<file path="config.mk">
export PLATFORM = sky130hd
export DESIGN_NAME = lps_serial_latch
export DESIGN_NICKNAME = d
export VERILOG_FILES = /design/src/inc/lps_pkg.sv /design/src/rtl/lps_serial_latch.sv /design/src/rtl/lps_edge_sync.sv
export SDC_FILE = /design/constraint.sdc
export NUM_CORES = 2
export LEC_CHECK = 0
export BUFFER_PORTS_ARGS = -buffer_cell sky130_fd_sc_hd__buf_2
export CORE_ASPECT_RATIO = 1.1
export CORE_MARGIN = 2
export CORE_UTILIZATION = 35
export CTS_CLUSTER_DIAMETER = 60
export DETAILED_ROUTE_END_ITERATION = 6
export GPL_TIMING_DRIVEN = 0
export PLACE_DENSITY = 0.59
export SLEW_MARGIN = 20
export SYNTH_ARGS = -nofsm -noshare
export SYNTH_HDL_FRONTEND = slang
export SYNTH_SLANG_ARGS = --single-unit
</file>
<file path="constraint.sdc">
create_clock -name clk_sys_in -period 4.08 [get_ports clk_sys_in]
set_input_delay 1.02 -clock clk_sys_in [delete_from_list [all_inputs] [get_ports clk_sys_in]]
set_output_delay 1.02 -clock clk_sys_in [all_outputs]
set_load 0.005 [all_outputs]
</file>
<file path="src/inc/lps_pkg.sv">
package lps_pkg;
    localparam int LPS_CHANNELS = 16;
    localparam int LPS_GS_BITS = 12;
    localparam int LPS_DC_BITS = 6;
    localparam int LPS_GS_LEN = 192;
    localparam int LPS_DC_LEN = 96;
    localparam int LPS_SID_LEN = 18;
    localparam logic [11:0] LPS_GS_MAX = 12'h0fff;
    localparam logic [11:0] LPS_OPEN_CHECK_EDGE = 12'h0021;
    // AXI4-Lite register byte offsets
    localparam logic [7:0] LPS_REG_CTRL = 8'h00;
    localparam logic [7:0] LPS_REG_STATUS = 8'h04;
    localparam logic [7:0] LPS_REG_COUNT = 8'h08;
    localparam logic [31:0] LPS_CTRL_RESET = 32'h0000_0000;
    localparam int LPS_CTRL_THERM_ERR_BIT = 0;
    localparam int LPS_CTRL_THERM_WARN_BIT = 1;
    localparam logic [1:0] LPS_RESP_OKAY = 2'b00;
    localparam logic [1:0] LPS_RESP_SLVERR = 2'b10;
endpackage

</file>
<file path="src/rtl/lps_serial_latch.sv">
// Implementation choices: the AXI4-Lite register port and the register addresses.
`timescale 1ns/10ps
module lps_serial_latch (
    input wire logic clk_sys_in,
    input wire logic srst_in,
    input wire logic serial_input_in,
    input wire logic shift_clock_in,
    input wire logic latch_strobe_in,
    input wire logic register_select_in,
    input wire logic blank_in,
    input wire logic pwm_reference_clock_in,
    input wire logic [lps_pkg::LPS_CHANNELS-1:0] led_sense_low_in,
    output logic serial_output_out,
    output logic [lps_pkg::LPS_CHANNELS-1:0] sink_on_out,
    output logic [lps_pkg::LPS_DC_LEN-1:0] current_trim_out,
    input wire logic s_axi_awvalid,
    output logic s_axi_awready,
    input wire logic [7:0] s_axi_awaddr,
    input wire logic s_axi_wvalid,
    output logic s_axi_wready,
    input wire logic [31:0] s_axi_wdata,
    input wire logic [3:0] s_axi_wstrb,
    output logic s_axi_bvalid,
    input wire logic s_axi_bready,
    output logic [1:0] s_axi_bresp,
    input wire logic s_axi_arvalid,
    output logic s_axi_arready,
    input wire logic [7:0] s_axi_araddr,
    output logic s_axi_rvalid,
    input wire logic s_axi_rready,
    output logic [31:0] s_axi_rdata,
    output logic [1:0] s_axi_rresp
);
    import lps_pkg::*;

    typedef struct packed {
        logic [LPS_GS_LEN-1:0] gs_shift;
        logic [LPS_GS_LEN-1:0] gs_latch;
        logic [LPS_DC_LEN-1:0] trim_shift;
        logic [LPS_DC_LEN-1:0] trim_latch;
        logic status_pending;
        logic [LPS_GS_BITS-1:0] gs_count;
        logic [LPS_CHANNELS-1:0] open_led_flag;
        logic [LPS_CHANNELS-1:0] sink_on;
        logic serial_output;
        logic [31:0] ctrl;
        logic aw_held;
        logic [7:0] aw_addr;
        logic w_held;
        logic [31:0] w_data;
        logic [3:0] w_strb;
        logic bvalid;
        logic [1:0] bresp;
        logic rvalid;
        logic [31:0] rdata;
        logic [1:0] rresp;
    } lps_state_t;

    lps_state_t st_reg;
    lps_state_t st_next;

    logic sel_lvl, blank_lvl;
    logic sclk_rise, strobe_rise, strobe_fall, ref_rise;
    logic sin_lvl;

    lps_edge_sync u_sync_sin (.clk_sys_in(clk_sys_in), .srst_in(srst_in),
        .async_in(serial_input_in), .level_out(sin_lvl), .rise_out(), .fall_out());
    lps_edge_sync u_sync_sclk (.clk_sys_in(clk_sys_in), .srst_in(srst_in),
        .async_in(shift_clock_in), .level_out(), .rise_out(sclk_rise), .fall_out());
    lps_edge_sync u_sync_strobe (.clk_sys_in(clk_sys_in), .srst_in(srst_in),
        .async_in(latch_strobe_in), .level_out(), .rise_out(strobe_rise),
        .fall_out(strobe_fall));
    lps_edge_sync u_sync_sel (.clk_sys_in(clk_sys_in), .srst_in(srst_in),
        .async_in(register_select_in), .level_out(sel_lvl), .rise_out(), .fall_out());
    lps_edge_sync u_sync_blank (.clk_sys_in(clk_sys_in), .srst_in(srst_in),
        .async_in(blank_in), .level_out(blank_lvl), .rise_out(), .fall_out());
    lps_edge_sync u_sync_ref (.clk_sys_in(clk_sys_in), .srst_in(srst_in),
        .async_in(pwm_reference_clock_in), .level_out(), .rise_out(ref_rise),
        .fall_out());

    logic [LPS_CHANNELS-1:0] sense_lvl;
    genvar gi;
    generate
        for (gi = 0; gi < LPS_CHANNELS; gi++)
        begin : g_sense
            lps_edge_sync u_sync_sense (.clk_sys_in(clk_sys_in), .srst_in(srst_in),
                .async_in(led_sense_low_in[gi]), .level_out(sense_lvl[gi]),
                .rise_out(), .fall_out());
        end
    endgenerate

    logic therm_err, therm_warn;
    logic [LPS_SID_LEN-1:0] status_word;
    assign therm_err = st_reg.ctrl[LPS_CTRL_THERM_ERR_BIT];
    assign therm_warn = st_reg.ctrl[LPS_CTRL_THERM_WARN_BIT];
    // Status word layout: error, warning, then open flags channel 15 down to 0
    assign status_word = {therm_err, therm_warn, st_reg.open_led_flag};

    always_comb
    begin
        logic [LPS_GS_BITS-1:0] cnt_new;
        logic [LPS_GS_BITS-1:0] chan_val;
        logic [31:0] rd;
        logic wr_fire;
        cnt_new = '0;
        chan_val = '0;
        rd = '0;
        wr_fire = 1'b0;
        st_next = st_reg;

        // Shift path; status load replaces the first grayscale shift after the strobe falls, unless a trim shift comes first
        if (sclk_rise)
        begin
            if (sel_lvl)
            begin
                st_next.trim_shift = {st_reg.trim_shift[LPS_DC_LEN-2:0], sin_lvl};
                // A trim shift drops the pending load, but the trim strobe's fall sets it again for the next grayscale frame
                st_next.status_pending = 1'b0;
            end
            else if (st_reg.status_pending)
            begin
                st_next.gs_shift[LPS_GS_LEN-1 -: LPS_SID_LEN] = status_word;
                st_next.status_pending = 1'b0;
            end
            else
                st_next.gs_shift = {st_reg.gs_shift[LPS_GS_LEN-2:0], sin_lvl};
        end
        if (strobe_fall)
            st_next.status_pending = 1'b1;
        if (strobe_rise)
        begin
            if (sel_lvl)
                st_next.trim_latch = st_reg.trim_shift;
            else
                st_next.gs_latch = st_reg.gs_shift;
        end

        // Grayscale counter held at zero while blanked
        if (blank_lvl)
            st_next.gs_count = '0;
        else if (ref_rise && st_reg.gs_count != LPS_GS_MAX)
            st_next.gs_count = st_reg.gs_count + 12'h001;
        cnt_new = st_next.gs_count;

        for (int i = 0; i < LPS_CHANNELS; i++)
        begin
            chan_val = st_reg.gs_latch[i*LPS_GS_BITS +: LPS_GS_BITS];
            if (blank_lvl || therm_err)
                st_next.sink_on[i] = 1'b0;
            else
                // On from count 1 through the latched value; a new latch takes effect at once
                st_next.sink_on[i] = (chan_val != '0) && (cnt_new != '0)
                                     && (cnt_new <= chan_val);
            // Only channels driving at the check edge are tested
            if (ref_rise && !blank_lvl && cnt_new == LPS_OPEN_CHECK_EDGE)
                st_next.open_led_flag[i] = st_next.sink_on[i] & sense_lvl[i];
        end

        st_next.serial_output = sel_lvl ? st_next.trim_shift[LPS_DC_LEN-1]
                               : st_next.gs_shift[LPS_GS_LEN-1];

        // AXI4-Lite write path
        if (s_axi_awvalid && !st_reg.aw_held)
        begin
            st_next.aw_held = 1'b1;
            st_next.aw_addr = s_axi_awaddr;
        end
        if (s_axi_wvalid && !st_reg.w_held)
        begin
            st_next.w_held = 1'b1;
            st_next.w_data = s_axi_wdata;
            st_next.w_strb = s_axi_wstrb;
        end
        wr_fire = st_reg.aw_held && st_reg.w_held && !st_reg.bvalid;
        if (wr_fire)
        begin
            st_next.aw_held = 1'b0;
            st_next.w_held = 1'b0;
            st_next.bvalid = 1'b1;
            st_next.bresp = LPS_RESP_OKAY;
            if (st_reg.aw_addr == LPS_REG_CTRL)
            begin
                for (int b = 0; b < 4; b++)
                    if (st_reg.w_strb[b])
                        st_next.ctrl[b*8 +: 8] = st_reg.w_data[b*8 +: 8];
            end
            else
                st_next.bresp = LPS_RESP_SLVERR;
        end
        if (st_reg.bvalid && s_axi_bready)
            st_next.bvalid = 1'b0;

        // AXI4-Lite read path
        if (s_axi_arvalid && !st_reg.rvalid)
        begin
            st_next.rvalid = 1'b1;
            st_next.rresp = LPS_RESP_OKAY;
            case (s_axi_araddr)
                LPS_REG_CTRL: rd = st_reg.ctrl;
                LPS_REG_STATUS: rd = {14'h0000, status_word};
                LPS_REG_COUNT: rd = {20'h0_0000, st_reg.gs_count};
                default:
                begin
                    rd = '0;
                    st_next.rresp = LPS_RESP_SLVERR;
                end
            endcase
            st_next.rdata = rd;
        end
        else if (st_reg.rvalid && s_axi_rready)
            st_next.rvalid = 1'b0;
    end

    always_ff @(posedge clk_sys_in)
    begin
        if (srst_in)
        begin
            st_reg <= '0;
            st_reg.ctrl <= LPS_CTRL_RESET;
        end
        else
            st_reg <= st_next;
    end

    assign serial_output_out = st_reg.serial_output;
    assign sink_on_out = st_reg.sink_on;
    assign current_trim_out = st_reg.trim_latch;
    assign s_axi_awready = !st_reg.aw_held;
    assign s_axi_wready = !st_reg.w_held;
    assign s_axi_bvalid = st_reg.bvalid;
    assign s_axi_bresp = st_reg.bresp;
    assign s_axi_arready = !st_reg.rvalid;
    assign s_axi_rvalid = st_reg.rvalid;
    assign s_axi_rdata = st_reg.rdata;
    assign s_axi_rresp = st_reg.rresp;
endmodule

</file>
<file path="src/rtl/lps_edge_sync.sv">
`timescale 1ns/10ps
// Two-flop synchroniser with rising and falling edge pulses
module lps_edge_sync (
    input wire logic clk_sys_in,
    input wire logic srst_in,
    input wire logic async_in,
    output logic level_out,
    output logic rise_out,
    output logic fall_out
);
    typedef struct packed {
        logic meta;
        logic sync;
        logic last;
    } lps_sync_state_t;
    lps_sync_state_t st_reg;
    lps_sync_state_t st_next;
    always_comb
    begin
        st_next.meta = async_in;
        st_next.sync = st_reg.meta;
        st_next.last = st_reg.sync;
    end
    always_ff @(posedge clk_sys_in)
    begin
        if (srst_in)
            st_reg <= '0;
        else
            st_reg <= st_next;
    end
    assign level_out = st_reg.sync;
    assign rise_out = st_reg.sync & ~st_reg.last;
    assign fall_out = ~st_reg.sync & st_reg.last;
endmodule

</file>
==> key figures <==
Global route
  • Vias in the first global route: 27000
  • Total GRT Usage: a little under a fifth
  • Total grt overflow: 0
  • Largest net degree at the start of global routing: 17
  • Antenna violations before repair: 5
  • First-pass GRT wire length: 147 mm

Worst setup path
  • Crit-path max cell delay: between 500 and 600 ps
  • Startpoint Class: register
  • Critical path arrival: ~4300 ps
  • Required time worst endpoint: 4560 ps
  • Crit path cell chain: clkbuf_1 > clkbuf_2 > nor2_4 > buf_16 > ha_1 > and4_1 > and4_1 > o21ai_0 > a21oi_1 > o2111ai_1 > a21oi_1 > nor2_1
  • Critical path class: reg -> reg
  • Top Family by Delay on Critical Path: buffers and inverters
  • Worst Setup End Kind: register
  • Internal reg-to-reg setup slack: about 260 ps
  • Slowest CP cell: dfxtp_1
  • Buf+Inv Stages, Crit Path: 3
  • CP max FO: 12

Final layout
  • Max FFs per register: between 500 and 600
  • # fillers: approximately 9800
  • Area of the multi-input gates: 15100 µm²
  • # nets final: 4845
  • Final core utilization: between 40% and 50%
  • Non-filler cells, final: between 5000 and 6000
  • Layout cells sized above 1: about an eighth
  • Register area: about 16000 µm²
  • Area Overhead vs Synth: 17.5%

Routing
  • Drc violations: 0
  • DRT iter0 DRCs: ~1800
  • Vias per inst: around 4.9
  • Vias: between 20000 and 30000
  • Detailed Routing Iterations Pass 1: 5
  • WL/cell: roughly 16 µm
  • Routed wire length: roughly 94 mm
  • Antenna Violating Nets Remaining: 0

Power
  • Total Power: between 0.015 and 0.02 W
  • Flop pwr share: around 50%
  • Clock share of power: 47.7%
  • Total power per unit cell area: around 410 nW/µm²
  • Cell leakage power: between 10 and 15 nW
  • Logic gate share of total power: 3.7%
  • Peak supply drop: ~0.29 mV
  • Sw Share: 22.9%
  • Sw Pwr: around 0.0037 W
  • Internal power: approximately 0.012 W

Yosys
  • Cells after Synth: approximately 4200
  • Cell Area, Synth: 33500 µm²
  • Synth Register Bits: 783
  • Synth unique cells: 56
  • Post-synth EDFFs: 0
  • Seq/Total Area, Yosys: 46.7%
  • Syn. warnings: 0
  • Synth top area share: between 40 and 50%
  • Top cells by area, synth: dfxtp_1 47%, nand2_1 15%, a21oi_1 11%
  • Async set or reset register ratio after synthesis: 0%
  • Synthesized area per cell: between 7 and 8 µm²
  • Main flop type after synthesis: dfxtp_1
  • Cell taking the most area after synthesis: dfxtp_1

Clock tree
  • Worst-path clk slew: 60 ps
  • CTS tree: done
  • CTS H-Tree Depth: 3
  • # clock sinks: approximately 780
  • Num CTS Buffers: 86
  • Clk root buf: clkbuf_16
  • Clock Tree Buf Depth: 3
  • Worst skew pair latency: roughly 650 ps

Timing
  • Fmax: roughly 0.26 GHz
  • Hold_ws: roughly 440 ps
  • Max-slew headroom: 24.5%
  • Fin. max-slew vios: 0
  • Crit share post-route: between 90% and 100%
  • Final Hold Vio Count: 0
  • Setup-failing EPs final: 0
  • Worst-margin pin slew: around 1100 ps
  • Clock skew: around 37 ps
  • Setup WS post-layout: 255 ps
  • Fin crit period: 3820 ps
  • RSZ-0062 raised after global routing: no

Placement
  • Pre-CTS WS: -110 ps
  • # port buffers: 232
  • Placed insts: a little under 6000
  • Placer Congestion: 0.869
  • Detailed placement HPWL: roughly 70 mm

Floorplanning
  • Row count: between 100 and 150
  • Die area: 98300 µm²
  • Die Wd: 299 µm
  • Starting Density: a little over a third
  • Core Footprint: roughly 95000 µm²
  • Die Ht: between 300 and 400 µm
  • # IOs: ~240

Job
  • Max cap viols: 0

Status
  • Status: finished, final reports clean

Min path
  • Worst Hold Class: reg -> reg
power groups by stage:
stage	clock network, W	registers [W]	logic, W
global placement	0	0.00792	0.000587
global route	0.00814	0.00776	0.000659
floorplan	0	0.00790	0.000359
CTS	0.00780	0.00775	0.000602
finish	0.00762	0.00776	0.000596
detailed placement	0	0.00792	0.000599
layer usage:
| metal | global-route usage [%] | vias to the layer above | wire length [µm] |
|---|---|---|---|
| li1 | - | 14600 | - |
| met1 | 23.9 | 13400 | 42200 |
| met2 | 31.8 | 605 | 44600 |
| met3 | 3.14 | 158 | 5000 |
| met4 | 6.37 | 4 | 2640 |
| met5 | 0 | - | 28 |
cell usage after synthesis (6+ instances only):
library cell and instances:
nand2_1 1325, dfxtp_1 783, a21oi_1 725, clkbuf_1 216, inv_1 191, ha_1 177
buf_4 154, nor2_1 105, nor2b_1 75, nor4_1 55, o21ai_0 44, mux2i_1 42
nand3_1 40, nand4_1 34, a22oi_1 32, and4_1 28, and3_1 24, buf_1 21
nor3_1 21, a211oi_1 19, a21o_1 15, o2111ai_1 14, o21ai_1 12, xnor2_1 12
nand2b_1 10, and2_1 8, buf_2 8, mux2_2 6
layout by cell type (no fill, tap or decap), types with 75 or more instances in the layout:
master | netlist | final
nand2_1 | 1325 | 1325
inv_1 | 191 | 190
nor2b_1 | 75 | 75
clkbuf_1 | 216 | 243
ha_1 | 177 | 177
nor2_1 | 105 | 99
a21oi_1 | 725 | 725
buf_4 | 154 | 161
buf_2 | 8 | 240
clkbuf_16 | 0 | 86
dfxtp_1 | 783 | 783
worst paths after layout:
kind / start / to / depth (start not counted)
worst max-delay path: u_sync_blank.level_out$_SDFF_PP0_ / sink_on_out[6]$_SDFF_PP0_ / 12
worst min-delay path: u_sync_sin.st_next[1]$_SDFF_PP0_ / u_sync_sin.level_out$_SDFF_PP0_ / 1
worst max register to register: u_sync_blank.level_out$_SDFF_PP0_ / sink_on_out[6]$_SDFF_PP0_ / 12
worst min register to register: u_sync_sin.st_next[1]$_SDFF_PP0_ / u_sync_sin.level_out$_SDFF_PP0_ / 1
metrics by stage:
step | instance area (µm²) | setup TNS (ps)
floorplan | 33500 | 0
global placement | 36300 | -58700
detailed placement | 36600 | -245
CTS | 39400 | 0
global route | 39400 | 0
finish | 39400 | 0
timing repair:
item	4_1_cts	5_1_grt
gates resized for setup	1	1
hold buffers	0	0
pin swaps	2	1
buffers inserted	1	4
endpoints found under the setup margin	5	11
area by class of cell:
| class | count | share of cell area [%] |
|---|---|---|
| timing repair buffer | 249 | 3.65 |
| multi-input combinational | 2875 | 38.3 |
| tap | 1270 | 4.03 |
| sequential | 783 | 39.8 |
| clock inverter | 26 | 0.819 |
| inverter | 191 | 1.83 |
| buffer | 401 | 5.35 |
| clock buffer | 128 | 6.21 |
| antenna | 1 | 0.00635 |
logic make-up (layout without fill, tap and decap cells):
kind of cell    after synthesis  count (layout)  share of synthesized area (%)
buf+inv                     592             995                           8.42
simple gates               1741            1741                           21.9
other cells                   1               3                         0.0112
mux                          48              48                           1.45
xor+xnor                     15              15                          0.392
compound gates              892             892                           14.5
fa+ha+maj                   177             177                           6.60
flops                       783             783                           46.7
Note: power is estimated with default switching activity, not from simulation.
